**src/pmcc_pkg.sv**
```systemverilog
package pmcc_pkg;

    // register bus geometry
    localparam int ADDR_W = 3;
    localparam int DATA_W = 8;

    // register offsets
    localparam logic [2:0] OFS_POWER_CONTROL_0 = 3'h0;
    localparam logic [2:0] OFS_POWER_CONTROL_1 = 3'h1;
    localparam logic [2:0] OFS_REGULATOR_CTRL  = 3'h2;
    localparam logic [2:0] OFS_CLOCK_SELECT    = 3'h3;
    localparam logic [2:0] OFS_PERIPH_CLK_EN   = 3'h4;
    localparam logic [2:0] OFS_MODE_STATUS     = 3'h5;

    // field positions
    localparam int BIT_IDLE          = 0;   // power_control_0: core halt
    localparam int BIT_HALT          = 1;   // power_control_0: stop / shutdown
    localparam int BIT_FAST_WAKE     = 0;   // power_control_1: suspend
    localparam int BIT_LOW_SLEEP     = 1;   // power_control_1: snooze
    localparam int BIT_POWER_OFF_SEL = 0;   // regulator_control
    localparam int CLK_SRC_LSB       = 0;   // clock_select source, 2 bits
    localparam int CLK_DIV_LSB       = 2;   // clock_select divider code, 3 bits
    localparam int CLK_PRE_BIT       = 5;   // clock_select 1.5x pre-scaler

    // reset values: fast_osc_a divided by 8
    localparam logic [7:0] RST_CLOCK_SELECT  = 8'h0c;
    localparam logic [7:0] RST_PERIPH_CLK_EN = 8'h00;
    localparam logic [7:0] RST_ZERO          = 8'h00;

    // clock sources
    localparam logic [1:0] SRC_FAST_OSC_A = 2'h0;   // 24.5 MHz
    localparam logic [1:0] SRC_FAST_OSC_B = 2'h1;   // 49 MHz
    localparam logic [1:0] SRC_SLOW_OSC   = 2'h2;   // 80 kHz
    localparam logic [1:0] SRC_EXTERNAL   = 2'h3;

    // divider accumulator: step 2 per cycle, threshold 2 or 3 shifted by code
    localparam int         ACC_W    = 10;
    localparam logic [9:0] ACC_STEP = 10'h002;
    localparam logic [9:0] THR_PLAIN = 10'h002;
    localparam logic [9:0] THR_PRE   = 10'h003;

    // wake sources
    localparam int N_WAKE    = 6;
    localparam int W_TIMER4  = 0;
    localparam int W_SPI     = 1;
    localparam int W_TWI     = 2;
    localparam int W_PORT    = 3;
    localparam int W_CMP0    = 4;
    localparam int W_LOGIC   = 5;
    localparam int N_PERIPH  = 8;

    typedef enum logic [2:0] {
        PM_NORMAL,
        PM_IDLE,
        PM_SUSPEND,
        PM_STOP,
        PM_SNOOZE,
        PM_SHUTDOWN
    } pmcc_mode_t;

    typedef struct packed {
        logic       pre;
        logic [2:0] div;
        logic [1:0] src;
    } pmcc_clk_cfg_t;

    typedef struct packed {
        logic core_clk_en;
        logic fast_osc_a_en;
        logic fast_osc_b_en;
        logic slow_osc_en;
        logic reg_low_bias;
        logic power_nets_off;
        logic pin_hold;
        logic timer_slow_clk;
    } pmcc_pwr_t;

endpackage

```
**src/pmcc_sync.sv**
```systemverilog
`timescale 1ns/1ns
`default_nettype none
module pmcc_sync
    import pmcc_pkg::*;
#(
    parameter int W = 8
)
(
    input  wire logic         CLK,
    input  wire logic         RESET,
    input  wire logic [W-1:0] D,
    output var  logic [W-1:0] Q
);

    // two flops per bit; only the second stage is visible outside
    genvar i;
    generate
        for (i = 0; i < W; i++)
        begin : g_bit
            logic stage1;
            logic stage2;
            always_ff @(posedge CLK)
            begin
                if (RESET)
                begin
                    stage1 <= 1'b0;
                    stage2 <= 1'b0;
                end
                else
                begin
                    stage1 <= D[i];
                    stage2 <= stage1;
                end
            end
            assign Q[i] = stage2;
        end
    endgenerate

endmodule
`default_nettype wire

```
**src/pmcc_clkdiv.sv**
```systemverilog
`timescale 1ns/1ns
`default_nettype none
module pmcc_clkdiv
    import pmcc_pkg::*;
(
    input  wire logic          CLK,
    input  wire logic          RESET,
    input  wire logic          RUN,
    input  wire pmcc_clk_cfg_t CFG,
    output var  logic          TICK
);

    logic [ACC_W-1:0] acc;
    logic [ACC_W-1:0] next_acc;
    logic             next_tick;
    logic [ACC_W-1:0] thr;
    logic [ACC_W-1:0] sum;
    logic             fast_src;

    // fractional accumulator gives the 1.5x step without a second clock
    always_comb
    begin
        fast_src  = (CFG.src == SRC_FAST_OSC_A) || (CFG.src == SRC_FAST_OSC_B);
        thr       = ((CFG.pre && fast_src) ? THR_PRE : THR_PLAIN) << CFG.div;
        sum       = acc + ACC_STEP;
        next_acc  = acc;
        next_tick = 1'b0;
        if (RUN)
        begin
            if (sum >= thr)
            begin
                // a stale phase above a shrunken threshold restarts the period,
                // rather than bursting ticks until it drains
                next_acc  = (acc >= thr) ? '0 : sum - thr;
                next_tick = 1'b1;
            end
            else
            begin
                next_acc = sum;
            end
        end
    end

    // a halted clock freezes the phase so wake resumes mid-period
    always_ff @(posedge CLK)
    begin
        if (RESET)
        begin
            acc  <= '0;
            TICK <= 1'b0;
        end
        else
        begin
            acc  <= next_acc;
            TICK <= next_tick;
        end
    end

endmodule
`default_nettype wire

```
**src/pmcc_top.sv**
```systemverilog
// The address-and-strobe port and the register addresses are this design's own decisions.
`timescale 1ns/1ns
`default_nettype none
module pmcc_top
    import pmcc_pkg::*;
(
    input  wire logic                CLK,
    input  wire logic                RESET,
    input  wire logic [ADDR_W-1:0]   ADDR,
    input  wire logic [DATA_W-1:0]   WDATA,
    input  wire logic                WR,
    input  wire logic                RD,
    output var  logic [DATA_W-1:0]   RDATA,
    input  wire logic                IRQ_PENDING,
    input  wire logic [N_WAKE-1:0]   WAKE_IN,
    input  wire logic                RESET_PIN_LOW,
    input  wire logic                RESET_SOURCE,
    output var  pmcc_pwr_t           PWR,
    output var  logic [N_PERIPH-1:0] PERIPH_CLK_EN,
    output var  pmcc_clk_cfg_t       CLK_CFG,
    output logic                     SYSTEM_CLOCK_TICK,
    output var  pmcc_mode_t          MODE
);

    localparam int N_SYNC = N_WAKE + 2;

    // synchronised pins
    logic [N_SYNC-1:0] sync_in;
    logic [N_SYNC-1:0] sync_out;
    logic              pin_rst;
    logic              src_rst;
    logic              sys_rst;
    logic [N_WAKE-1:0] wake_lvl;
    logic              cmp_prev;
    logic              cmp_fall;
    logic              wake_any;

    // register file
    logic [1:0]          power_control_0;
    logic [1:0]          power_control_1;
    logic                regulator_control;
    pmcc_clk_cfg_t       clock_select;
    logic [N_PERIPH-1:0] periph_en;
    logic [1:0]          next_power_control_0;
    logic [1:0]          next_power_control_1;
    logic                next_regulator_control;
    pmcc_clk_cfg_t       next_clock_select;
    logic [N_PERIPH-1:0] next_periph_en;
    logic [DATA_W-1:0]   next_rdata;

    // mode and outputs
    pmcc_mode_t          mode;
    pmcc_mode_t          next_mode;
    pmcc_pwr_t           next_pwr;
    logic [N_PERIPH-1:0] next_periph_clk;
    logic                wr_ok;

    // the pin is inverted ahead of the flops so their cleared state reads as released;
    // otherwise every power-on release would be followed by a false pin reset
    assign sync_in = {RESET_SOURCE, ~RESET_PIN_LOW, WAKE_IN};

    pmcc_sync #(
        .W     (N_SYNC)
    ) pmcc_sync_i (
        .CLK   (CLK),
        .RESET (RESET),
        .D     (sync_in),
        .Q     (sync_out)
    );

    assign wake_lvl = sync_out[N_WAKE-1:0];
    assign pin_rst  = sync_out[N_WAKE];
    assign src_rst  = sync_out[N_WAKE+1];

    // shutdown ignores every reset source except the pin and power-on
    assign sys_rst = RESET | pin_rst | (src_rst & (mode != PM_SHUTDOWN));

    // comparator wake is the falling edge, taken from the synchronised level
    always_ff @(posedge CLK)
    begin
        if (RESET)
        begin
            cmp_prev <= 1'b0;
        end
        else
        begin
            cmp_prev <= wake_lvl[W_CMP0];
        end
    end

    assign cmp_fall = cmp_prev & ~wake_lvl[W_CMP0];
    assign wake_any = wake_lvl[W_TIMER4] | wake_lvl[W_SPI] | wake_lvl[W_TWI]
                    | wake_lvl[W_PORT] | cmp_fall | wake_lvl[W_LOGIC];

    // writes only land while the core runs; a halted core cannot issue them
    assign wr_ok = WR && (mode == PM_NORMAL);

    // mode sequencing
    always_comb
    begin
        next_mode = mode;
        unique case (mode)
            PM_NORMAL:
            begin
                // halt beats idle, fast-wake beats low-energy on a mixed write
                if (wr_ok && ADDR == OFS_POWER_CONTROL_0 && WDATA[BIT_HALT])
                begin
                    next_mode = regulator_control ? PM_SHUTDOWN : PM_STOP;
                end
                else if (wr_ok && ADDR == OFS_POWER_CONTROL_0 && WDATA[BIT_IDLE])
                begin
                    next_mode = PM_IDLE;
                end
                else if (wr_ok && ADDR == OFS_POWER_CONTROL_1 && WDATA[BIT_FAST_WAKE])
                begin
                    next_mode = PM_SUSPEND;
                end
                else if (wr_ok && ADDR == OFS_POWER_CONTROL_1 && WDATA[BIT_LOW_SLEEP])
                begin
                    next_mode = PM_SNOOZE;
                end
            end
            PM_IDLE:
            begin
                if (IRQ_PENDING)
                begin
                    next_mode = PM_NORMAL;
                end
            end
            PM_SUSPEND, PM_SNOOZE:
            begin
                if (wake_any)
                begin
                    next_mode = PM_NORMAL;
                end
            end
            PM_STOP, PM_SHUTDOWN:
            begin
                next_mode = mode; // left only through sys_rst
            end
        endcase
    end

    // register file next values
    always_comb
    begin
        next_power_control_0   = power_control_0;
        next_power_control_1   = power_control_1;
        next_regulator_control = regulator_control;
        next_clock_select      = clock_select;
        next_periph_en         = periph_en;
        if (wr_ok)
        begin
            unique case (ADDR)
                OFS_POWER_CONTROL_0: next_power_control_0   = WDATA[1:0];
                OFS_POWER_CONTROL_1: next_power_control_1   = WDATA[1:0];
                OFS_REGULATOR_CTRL:  next_regulator_control = WDATA[BIT_POWER_OFF_SEL];
                OFS_CLOCK_SELECT:    next_clock_select      = WDATA[5:0];
                OFS_PERIPH_CLK_EN:   next_periph_en         = WDATA;
                default:             next_periph_en         = periph_en;
            endcase
        end
        // the entry bit drops as the mode is left, so software need not clear it
        if (mode == PM_IDLE && next_mode == PM_NORMAL)
        begin
            next_power_control_0[BIT_IDLE] = 1'b0;
        end
        if ((mode == PM_SUSPEND || mode == PM_SNOOZE) && next_mode == PM_NORMAL)
        begin
            next_power_control_1 = 2'b00;
        end
    end

    // read data, one cycle after the strobe, zero otherwise
    always_comb
    begin
        next_rdata = RST_ZERO;
        if (RD)
        begin
            unique case (ADDR)
                OFS_POWER_CONTROL_0: next_rdata = {6'h00, power_control_0};
                OFS_POWER_CONTROL_1: next_rdata = {6'h00, power_control_1};
                OFS_REGULATOR_CTRL:  next_rdata = {7'h00, regulator_control};
                OFS_CLOCK_SELECT:    next_rdata = {2'h0, clock_select};
                OFS_PERIPH_CLK_EN:   next_rdata = periph_en;
                OFS_MODE_STATUS:     next_rdata = {5'h00, mode};
                default:             next_rdata = RST_ZERO;
            endcase
        end
    end

    // power and clock controls follow the next mode so they switch with it
    always_comb
    begin
        next_pwr = '0;
        unique case (next_mode)
            PM_NORMAL:
            begin
                next_pwr.core_clk_en = 1'b1;
            end
            PM_IDLE:
            begin
                next_pwr.core_clk_en = 1'b0;
            end
            PM_SUSPEND:
            begin
                next_pwr.reg_low_bias   = 1'b0;
                next_pwr.timer_slow_clk = 1'b1;
            end
            PM_SNOOZE:
            begin
                next_pwr.reg_low_bias   = 1'b1;
                next_pwr.timer_slow_clk = 1'b1;
            end
            PM_STOP, PM_SHUTDOWN:
            begin
                next_pwr.power_nets_off = 1'b1;
                next_pwr.pin_hold       = 1'b1;
            end
        endcase
        // fast oscillators only run while peripherals are clocked
        if (next_mode == PM_NORMAL || next_mode == PM_IDLE)
        begin
            next_pwr.fast_osc_a_en = 1'b1;
            next_pwr.fast_osc_b_en = (next_clock_select.src == SRC_FAST_OSC_B);
        end
        next_pwr.slow_osc_en = !next_pwr.power_nets_off;
        if (next_mode == PM_NORMAL || next_mode == PM_IDLE)
        begin
            next_periph_clk = next_periph_en;
        end
        else
        begin
            next_periph_clk = '0;
        end
    end

    // state registers; sys_rst restores every reset default
    always_ff @(posedge CLK)
    begin
        if (sys_rst)
        begin
            mode              <= PM_NORMAL;
            power_control_0   <= 2'b00;
            power_control_1   <= 2'b00;
            regulator_control <= 1'b0;
            clock_select      <= RST_CLOCK_SELECT[5:0];
            periph_en         <= RST_PERIPH_CLK_EN;
            RDATA             <= RST_ZERO;
            PWR               <= '{core_clk_en: 1'b1, fast_osc_a_en: 1'b1,
                                   slow_osc_en: 1'b1, default: 1'b0};
            PERIPH_CLK_EN     <= RST_PERIPH_CLK_EN;
        end
        else
        begin
            mode              <= next_mode;
            power_control_0   <= next_power_control_0;
            power_control_1   <= next_power_control_1;
            regulator_control <= next_regulator_control;
            clock_select      <= next_clock_select;
            periph_en         <= next_periph_en;
            RDATA             <= next_rdata;
            PWR               <= next_pwr;
            PERIPH_CLK_EN     <= next_periph_clk;
        end
    end

    assign CLK_CFG = clock_select;
    assign MODE    = mode;

    // system clock pace; stops whenever the mode gates the peripheral clocks (all modes but normal and idle)
    pmcc_clkdiv pmcc_clkdiv_i (
        .CLK   (CLK),
        .RESET (sys_rst),
        .RUN   (mode == PM_NORMAL || mode == PM_IDLE),
        .CFG   (clock_select),
        .TICK  (SYSTEM_CLOCK_TICK)
    );

endmodule
`default_nettype wire

```
**config.mk**
```make
export PLATFORM = sky130hd
export DESIGN_NAME = pmcc_top
export DESIGN_NICKNAME = d
export VERILOG_FILES = /design/src/pmcc_pkg.sv /design/src/pmcc_sync.sv /design/src/pmcc_clkdiv.sv /design/src/pmcc_top.sv
export SDC_FILE = /design/constraint.sdc
export NUM_CORES = 1
export LEC_CHECK = 0
export ABC_CLOCK_PERIOD_IN_PS = 3500
export BUFFER_PORTS_ARGS = -buffer_cell sky130_fd_sc_hd__clkbuf_2
export CAP_MARGIN = 15
export CORE_MARGIN = 2
export CORE_UTILIZATION = 45
export DETAILED_ROUTE_END_ITERATION = 16
export GPL_ROUTABILITY_DRIVEN = 0
export GPL_TIMING_DRIVEN = 0
export HOLD_SLACK_MARGIN = 0.02
export PLACE_DENSITY = 0.66
export SKIP_CTS_REPAIR_TIMING = 1
export SLEW_MARGIN = 10
export SYNTH_ARGS = -nofsm -noshare
export SYNTH_HDL_FRONTEND = slang
export SYNTH_SLANG_ARGS = --single-unit
```
**constraint.sdc**
```tcl
create_clock -name CLK -period 3.5 [get_ports CLK]
set_input_delay 0.35 -clock CLK [delete_from_list [all_inputs] [get_ports CLK]]
set_output_delay 0.35 -clock CLK [all_outputs]
set_load 0.02 [all_outputs]
```
==> impl_metrics.json, run 1 <==
{
  "fill_cells": 735,
  "p_switching_mw": 0.826,
  "grt_pass1_vias": 2980,
  "antenna_left": 0,
  "grt-ovfl-total": 0,
  "crit_path_start": "CLK_CFG[2]",
  "drive_gt1_share_pct": 20.6,
  "stdcell_count": 573,
  "vdd_drop_max_uv": 292,
  "drc": 0,
  "antenna_found_initial": 0,
  "syn-num-nets": 440,
  "ff_latch_area_um2": 1460,
  "hpwl_mm": 6.35,
  "num_vias": 3089,
  "syn_avg_cell_area_um2": 9.11,
  "wirelength_mm": 8.67,
  "cp.arrival_ps": 3340,
  "path_clk_slew_ps": 80,
  "p_leak_nw": 1.92,
  "synth_cells": 399,
  "finClkSkew_ps": 11.2,
  "max_cap_violations": 0,
  "fin_nets": 507,
  "setup_viol": 0,
  "root_buffer": "clkbuf_8",
  "cts_num_sinks": 73,
  "drtPass1Iterations": 4,
  "yosysSeqAreaShare_pct": 40.2,
  "async_flop_share_pct": 0,
  "die_x_um": 93.9,
  "ys_types": 62,
  "p_comb_share_pct": 32.4,
  "internal_power_mw": 1.71,
  "reg2reg_from": "CLK_CFG[2]",
  "min_period_ps": 3060,
  "cts_made_buffers": 9,
  "finalMaxSlewViolations": 0,
  "cts_tree": "yes",
  "synth-edff-count": 0,
  "tightest_slew_ps": 930,
  "synthFlopType": "dfxtp_1",
  "wire_per_inst_um": 15.1,
  "layout_commonest_cell": "dfxtp_1",
  "path_class": "flip-flop to flip-flop",
  "fin_hold_ws_ps": 150,
  "grt_pass1_wl_mm": 14.1,
  "insertion_delay_ps": 340,
  "clk_path_buf_depth": 2,
  "die_h_um": 93.9,
  "finalInstanceArea_um2": 4300,
  "die_area_um2": 8810,
  "status": "finished, final reports clean",
  "hold_viol_final": 0,
  "area_growth_pct": 18.2,
  "slew_headroom_pct": 37.8,
  "power_density_nw_per_um2": 590,
  "rows": 32,
  "hp-class": "primary input to flip-flop",
  "swShare_pct": 32.6,
  "worstPathRequired_ps": 3770,
  "layout_common_cells": "dfxtp_1, clkbuf_2, nor2_1",
  "multi_input_area_um2": 2040,
  "io_buffers": 56,
  "critPathMaxFanout": 7,
  "dpl.cell_count": 557,
  "min-delay-start": "RESET_PIN_LOW",
  "drtIter0Drc": 159,
  "cp-end-kind": "flip-flop",
  "syn-cell-area_um2": 3630,
  "fin_crit_sh_pct": 87.5,
  "sequentialPowerShare_pct": 36.5,
  "grt_max_degree": 13,
  "htree_num_levels": 3,
  "start_util_pct": 46.8,
  "dpl_cell_area_um2": 4060,
  "pwr-share-clk_pct": 31.1,
  "vias_per_cell": 5.39,
  "grtUsageTotal_pct": 20.4,
  "startpoint_type": "flip-flop",
  "core_area_um2": 7770,
  "fmax_mhz": 327,
  "yosysWarnings": 0,
  "rsz0062_at_grt": "no",
  "io_pins": 58,
  "diodes": 0,
  "ys_ff_latch": 73,
  "fin_tns_setup_ps": 0
}
[metrics by stage]
| step | total power, mW | utilization, % | worst slack (ps) |
|---|---|---|---|
| after floorplan | 1.57 | - | 588 |
| after global placement | 1.74 | 52.0 | 475 |
| after detailed placement | 1.75 | 52.2 | 459 |
| after CTS | 2.55 | 55.2 | 435 |
| after global routing | 2.67 | 55.3 | 241 |
| final | 2.54 | 55.3 | 439 |
[registers in the layout, summed over array words and instances (netlist names), 2 cells and up]
register	flops
pmcc_clkdiv_i.acc	10
periph_en	8
CLK_CFG	6
PERIPH_CLK_EN	8
pmcc_sync_i.g_bit.stage2	8
RDATA	8
power_control_0	2
pmcc_sync_i.g_bit.stage1	8
power_control_1	2
PWR	7
MODE	3
[layer usage]
layer | share of wire, % | track usage [%]
met5 | 0 | 0
met4 | 1.1 | 7.13
met3 | 5.0 | 4.90
met2 | 47 | 33.3
met1 | 47 | 26.3
[power by group through the flow]
stage / logic (mW) / clock network (mW) / registers, mW
detailed placement: 0.810 / 0 / 0.945
CTS: 0.817 / 0.803 / 0.925
global placement: 0.797 / 0 / 0.943
floorplan: 0.631 / 0 / 0.941
global route: 0.898 / 0.840 / 0.932
finish: 0.823 / 0.788 / 0.926
[synthesized netlist by cell type, types with 5 or more instances]
cell / instances / area, um^2
o21ai_1: 7 / 35.0
a21o_1: 5 / 37.5
o21ai_0: 11 / 55.1
and2_1: 6 / 37.5
dfxtp_1: 73 / 1460
nor2b_1: 20 / 125
nand2_1: 30 / 113
ha_1: 15 / 188
o211ai_1: 5 / 37.5
nand2b_1: 6 / 37.5
mux2i_1: 23 / 230
nor2_1: 40 / 150
nand3_1: 14 / 70.1
a21oi_1: 22 / 110
xnor2_1: 6 / 52.6
inv_1: 11 / 41.3
nor3_1: 13 / 65.1
xor2_1: 9 / 78.8
clkbuf_1: 9 / 33.8
[cell families after synthesis]
family                   Yosys count  share of synthesized area, %
AND/OR/NAND/NOR                  159                          23.2
AO/OA/AOI/OAI                     78                          14.8
flip-flops                        73                          40.2
buffers and inverters             31                          4.27
multiplexers                      24                          6.95
adder cells (fa/ha/maj)           18                          6.54
XOR/XNOR                          16                          4.06
[area by class of cell]
type	count	area share, %
Clock buffer	11	3.06
Buffer	20	2.65
Tap cell	102	2.97
Sequential cell	73	34.0
Multi-Input combinational cell	295	47.4
Inverter	11	0.961
Clock inverter	5	2.42
Timing Repair Buffer	56	6.52
[path summary, 6_finish.rpt]
path,end,cells past startpoint,slack (ps)
hold / removal,pmcc_sync_i.g_bit[6].stage1,2,150
hold reg to reg,pmcc_sync_i.g_bit[5].stage2,1,430
setup / recovery,pmcc_clkdiv_i.acc[2],12,440
setup reg to reg,pmcc_clkdiv_i.acc[2],12,440
[critical path: stages (launching register included)]
cell      delay, ps
dfxtp_1         340
buf_2           220
nor3b_2          90
and2_1          180
ha_1            230
fa_1            390
nor2b_1         140
o21ai_0         140
a21oi_1         240
o211ai_1        160
and2_4          200
or4_1           510
a31oi_1         170
Note: power is estimated with default switching activity, not from simulation.
==> run 2: changes to the inputs <==
--- a/config.mk
+++ b/config.mk
@@ -17,5 +17,5 @@
 export PLACE_DENSITY = 0.66
 export SKIP_CTS_REPAIR_TIMING = 1
-export SLEW_MARGIN = 10
+export SLEW_MARGIN = 40
 export SYNTH_ARGS = -nofsm -noshare
 export SYNTH_HDL_FRONTEND = slang
==> constraint.sdc (replaced) <==
create_clock -name CLK -period 3.5 [get_ports CLK]
set_input_delay 0.175 -clock CLK [delete_from_list [all_inputs] [get_ports CLK]]
set_output_delay 0.175 -clock CLK [all_outputs]
set_load 0.02 [all_outputs]
==> run 2 against run 1 <==
- via count rose by 1.9%
- clock skew grew 1.2 ps
- sequential share of layout area increased by 0.20 points
- combinational power is essentially flat
- count of clock-buffer cells in the layout fell by 1
- critical path depth unchanged
- clock power fell by 18%
- first-iteration DRC count rose by 2.5%
- sequential power is essentially flat
- global-route usage is 0.23 points higher
==> impl_metrics.json, run 2 (synthesis results as in run 1) <==
{
  "die_h_um": 93.9,
  "ff_latch_area_um2": 1460,
  "dpl_cell_area_um2": 4070,
  "num_vias": 3148,
  "largest_reg_flops": 10,
  "grt_pass1_wl_mm": 14.2,
  "cts_made_buffers": 9,
  "min_period_ps": 3050,
  "antenna_left": 0,
  "core_area_um2": 7770,
  "p_leak_nw": 1.91,
  "tightest_slew_ps": 722,
  "multi_input_area_um2": 2040,
  "grt_max_degree": 13,
  "setup_viol": 0,
  "rsz0062_at_grt": "no",
  "cp_top_family": "simple AND/OR/NAND/NOR gates",
  "fin_nets": 510,
  "pre_cts_slack_ps": 470,
  "io_buffers": 56,
  "area_growth_pct": 17.5,
  "slew_headroom_pct": 51.9,
  "reg2reg_from": "CLK_CFG[2]",
  "layout_commonest_cell": "dfxtp_1",
  "critPathMaxFanout": 7,
  "worstPathRequired_ps": 3790,
  "totalPowerFinal_mw": 2.39,
  "largest-register": "pmcc_clkdiv_i.acc",
  "drtIter0Drc": 163,
  "path_buf_inv": 1,
  "hpwl_mm": 6.40,
  "die_area_um2": 8810,
  "reg2reg_to": "pmcc_clkdiv_i.acc[2]",
  "hold_depth": 2,
  "fin_tns_setup_ps": 0,
  "setup_ws_ps": 451,
  "crit_slowest_cell": "or4_1",
  "insertion_delay_ps": 360,
  "hp-class": "primary input to flip-flop",
  "finClkSkew_ps": 12.4,
  "vias_per_cell": 5.47,
  "die_x_um": 93.9,
  "htree_num_levels": 3,
  "utilization_pct": 55.0,
  "cts_tree": "yes",
  "path_class": "flip-flop to flip-flop",
  "wire_per_inst_um": 15.1,
  "rrSetupSlack_ps": 450,
  "antenna_found_initial": 0,
  "cp.arrival_ps": 3340,
  "path_clk_slew_ps": 80,
  "io_pins": 58,
  "layout_common_cells": "dfxtp_1, clkbuf_2, nor2_1",
  "startpoint_type": "flip-flop",
  "power_density_nw_per_um2": 560,
  "finalInstanceArea_um2": 4270,
  "hold-path-endpoint": "pmcc_sync_i.g_bit[3].stage1",
  "rows": 32,
  "start_util_pct": 46.8,
  "fmax_mhz": 328,
  "finalMaxSlewViolations": 0,
  "status": "finished, final reports clean",
  "grtUsageTotal_pct": 20.6,
  "clk_path_buf_depth": 2,
  "wirelength_mm": 8.66,
  "reg2regPathDepth": 12,
  "grt_pass1_vias": 2984,
  "drc": 0,
  "cpPeakStageDelay_ps": 510,
  "hold_viol_final": 0,
  "grt-ovfl-total": 0,
  "drtPass1Iterations": 4,
  "diodes": 0,
  "drive_gt1_share_pct": 21.1,
  "root_buffer": "clkbuf_8",
  "max_cap_violations": 0,
  "path_cells": "buf_2 -> nor3b_2 -> and2_1 -> ha_1 -> fa_1 -> nor2b_1 -> o21ai_0 -> a21oi_1 -> o211ai_1 -> and2_4 -> or4_1 -> a31oi_1",
  "cp-end-kind": "flip-flop",
  "vdd_drop_max_uv": 288,
  "fill_cells": 754,
  "min-delay-start": "WAKE_IN[3]",
  "fin_crit_sh_pct": 87.1,
  "cts_num_sinks": 73
}
[run 2: cell types whose count changed in the layout (fill, tap and decap cells not counted), sizes merged]
cell,previous run,this run
dlygate4sd3,0,1
bufinv,3,1
clkinv,2,1
clkbuf,76,75
buf,11,13
clkinvlp,0,3
[run 2: area by class of cell]
| cell class | count | area share, % |
|---|---|---|
| multi-input combinational | 295 | 47.8 |
| sequential | 73 | 34.2 |
| timing repair buffer | 59 | 7.03 |
| clock buffer | 10 | 2.99 |
| tap | 102 | 2.99 |
| buffer | 20 | 2.67 |
| clock inverter | 5 | 1.35 |
| inverter | 11 | 0.967 |
[run 2: per-layer routing]
layer	track usage, %	part of all wire [%]	up-vias
li1	-	-	1550
met1	27.0	46	1490
met2	32.8	47	88
met3	4.09	5.2	20
met4	9.30	2.3	0
met5	0	0	-
[run 2: worst max-delay path by stage]
stage / end / cells past startpoint / startpoint
floorplan: pmcc_clkdiv_i.acc[2] / 12 / CLK_CFG[2]
global placement: pmcc_clkdiv_i.acc[2] / 12 / CLK_CFG[2]
detailed placement: pmcc_clkdiv_i.acc[2] / 12 / CLK_CFG[2]
CTS: pmcc_clkdiv_i.acc[2] / 12 / CLK_CFG[2]
global route: pmcc_clkdiv_i.acc[2] / 12 / CLK_CFG[2]
finish: pmcc_clkdiv_i.acc[2] / 12 / CLK_CFG[2]
[run 2: stage by stage]
stage,instances,hold WS [ps]
after floorplan,399,242
after global placement,557,331
after detailed placement,559,336
after CTS,574,-49.7
after global routing,575,25.1
final,575,14.9
[run 2: worst reg2reg max path: stages, from the launching register on]
cell,delay (ps)
dfxtp_1,340
buf_2,220
nor3b_2,90
and2_1,180
ha_1,220
fa_1,390
nor2b_1,150
o21ai_0,140
a21oi_1,220
o211ai_1,160
and2_4,200
or4_1,510
a31oi_1,170
[run 2: power by group]
group	internal (mW)	switching (mW)
registers	0.879	0.0464
clock network	0.324	0.320
logic	0.359	0.462
total	1.56	0.829
==> run 3: changes to the inputs <==
Settings changed: GPL_TIMING_DRIVEN 0 to 1, SYNTH_HIERARCHICAL set to 1.
==> run 3 against run 2 <==
- core utilization down 3.2 points
- synthesized cell count up 1.8%
- wire length is 3.9% lower
- register-to-register slack got worse by 50 ps
- non-clock buffer count down 21
- clock skew barely moved
- worst setup slack worse by 45 ps
- critical path type unchanged
- synthesized area up 4.2%
- first-iteration DRC count is 15% higher
- cell count decreased by 2.8%
- critical path depth down 1
==> impl_metrics.json, run 3 <==
{
  "yosysWarnings": 6,
  "num_vias": 3014,
  "tightest_slew_ps": 772,
  "finClkSkew_ps": 12.0,
  "cts_tree": "yes",
  "worstPathRequired_ps": 3740,
  "cts_made_buffers": 9,
  "drive_gt1_share_pct": 24.4,
  "root_buffer": "clkbuf_8",
  "vdd_drop_max_uv": 301,
  "internal_power_mw": 1.64,
  "synth_common_cells": "dfxtp_1, nor2_1, nand2_1",
  "drc": 0,
  "ys_ff_latch": 73,
  "hp-class": "primary input to flip-flop",
  "antenna_left": 0,
  "syn_avg_cell_area_um2": 9.33,
  "grt-ovfl-total": 0,
  "yosysSeqAreaShare_pct": 38.6,
  "fmax_mhz": 323,
  "max_cap_violations": 0,
  "swShare_pct": 37.7,
  "wirelength_mm": 8.32,
  "core_area_um2": 8180,
  "syn-num-nets": 447,
  "utilization_pct": 51.8,
  "antenna_found_initial": 0,
  "vias_per_cell": 5.39,
  "drtPass1Iterations": 4,
  "io_buffers": 57,
  "die_area_um2": 9170,
  "largest_reg_flops": 10,
  "diodes": 0,
  "drtIter0Drc": 187,
  "async_flop_share_pct": 0,
  "setup_ws_ps": 406,
  "cp-end-kind": "flip-flop",
  "synth_area_leaders": "dfxtp_1, mux2i_1, ha_1",
  "pre_cts_slack_ps": 473,
  "synth-edff-count": 0,
  "layout_commonest_cell": "dfxtp_1",
  "path_cells": "inv_1 -> o21ai_0 -> nand3b_1 -> ha_1 -> and2_1 -> and4_1 -> o31ai_1 -> a31o_2 -> and2_1 -> o21ai_1 -> a311oi_1",
  "path_class": "flip-flop to flip-flop",
  "htree_num_levels": 3,
  "path_buf_inv": 1,
  "cp_top_family": "compound AO/OA/AOI/OAI gates",
  "synth_top_area_cell": "dfxtp_1",
  "die_h_um": 95.7,
  "yosys.area.top_type_share_pct": 38.6,
  "hold_viol_final": 0,
  "pwr-share-clk_pct": 25.3,
  "synth_cells": 406,
  "synthFlopType": "dfxtp_1",
  "fill_cells": 798,
  "path_clk_slew_ps": 80,
  "fin_tns_setup_ps": 0,
  "multi_input_area_um2": 2090,
  "rsz0062_at_grt": "no",
  "grt_max_degree": 35,
  "wire_per_inst_um": 14.9,
  "rrSetupSlack_ps": 410,
  "clk_path_buf_depth": 2,
  "p_leak_nw": 1.88,
  "syn-cell-area_um2": 3790,
  "die_x_um": 95.7,
  "area_growth_pct": 11.9,
  "start_util_pct": 46.3,
  "grt_pass1_wl_mm": 13.6,
  "ff_latch_area_um2": 1460,
  "slew_headroom_pct": 48.4,
  "synth_most_common_cell": "dfxtp_1",
  "finalMaxSlewViolations": 0,
  "layout_common_cells": "dfxtp_1, clkbuf_2, nor2_1",
  "rows": 33,
  "grt_pass1_vias": 2866,
  "fin_nets": 490,
  "sequentialPowerShare_pct": 35.8,
  "insertion_delay_ps": 340,
  "totalPowerFinal_mw": 2.64,
  "crit_top_cell": "and2_1",
  "min_period_ps": 3090,
  "largest-register": "pmcc_clkdiv_i/acc",
  "io_pins": 58,
  "hpwl_mm": 6.15,
  "status": "finished, final reports clean",
  "ys_types": 73,
  "power_density_nw_per_um2": 622,
  "startpoint_type": "flip-flop",
  "critPathMaxFanout": 8,
  "cp.arrival_ps": 3340,
  "setup_viol": 0,
  "p_comb_share_pct": 39.0,
  "grtUsageTotal_pct": 19.0,
  "crit_slowest_cell": "dfxtp_1",
  "cpPeakStageDelay_ps": 430,
  "p_switching_mw": 0.992,
  "fin_crit_sh_pct": 88.4,
  "cts_num_sinks": 73
}
[run 3: cell count changes after synthesis, sizes merged, moves of 3 or more]
cell / before / now
o211ai: 5 / 2
buf: 11 / 18
inv: 11 / 15
mux2: 0 / 3
nor2: 42 / 49
nand2: 30 / 27
nor2b: 21 / 14
o31ai: 0 / 4
o21ai: 18 / 9
and2b: 0 / 7
a311oi: 2 / 5
a21oi: 23 / 13
[run 3: kinds of logic (layout without fill, tap and decap cells)]
logic type                 Yosys count  count (layout)  synth area share [%]
and+or+nand+nor                    165             165                  24.3
DFF                                 73              73                  38.6
AOI/OAI and AO/OA                   70              70                  14.1
buffers and inverters               41              89                  6.24
muxes                               26              26                  7.30
adders and majority gates           18              18                  6.28
xor gates and xnor gates            13              13                  3.20
[run 3: worst paths after layout]
kind | to | cells after the start | from
max | pmcc_clkdiv_i/acc[4] | 11 | CLK_CFG[5]
min | pmcc_sync_i/g_bit[4].stage1 | 2 | WAKE_IN[4]
max reg2reg | pmcc_clkdiv_i/acc[4] | 11 | CLK_CFG[5]
min reg2reg | pmcc_sync_i/g_bit[1].stage2 | 1 | pmcc_sync_i/g_bit[1].stage1
[run 3: power by group through the flow]
stage / clock network [mW] / registers [mW] / logic [mW]
floorplan: 0 / 0.957 / 0.819
global placement: 0 / 0.961 / 0.993
detailed placement: 0 / 0.962 / 1.01
CTS: 0.689 / 0.943 / 1.02
global route: 0.726 / 0.953 / 1.14
finish: 0.666 / 0.943 / 1.03
[run 3: through the flow]
stage,std cells,area [um^2],hold WS (ps)
5_1_grt,559,4240,39.7
4_1_cts,559,4240,32.8
3_5_place_dp,543,4030,393
2_1_floorplan,406,3790,247
6_report,559,4240,50.6
3_3_place_gp,543,4030,386
[run 3: final cells by class]
| class | count | share of cell area, % |
|---|---|---|
| Clock inverter | 6 | 1.59 |
| Sequential cell | 73 | 34.5 |
| Clock buffer | 10 | 3.25 |
| Inverter | 15 | 1.33 |
| Timing Repair Buffer | 58 | 6.91 |
| Multi-Input combinational cell | 292 | 49.3 |
| Tap cell | 105 | 3.10 |
[run 3: layer usage]
metal | vias up | share of wire [%] | track usage (%)
li1 | 1510 | - | -
met1 | 1438 | 45 | 24.9
met4 | 0 | 0.56 | 4.76
met5 | - | 0 | 0
met3 | 4 | 5.1 | 5.17
met2 | 62 | 50 | 31.0
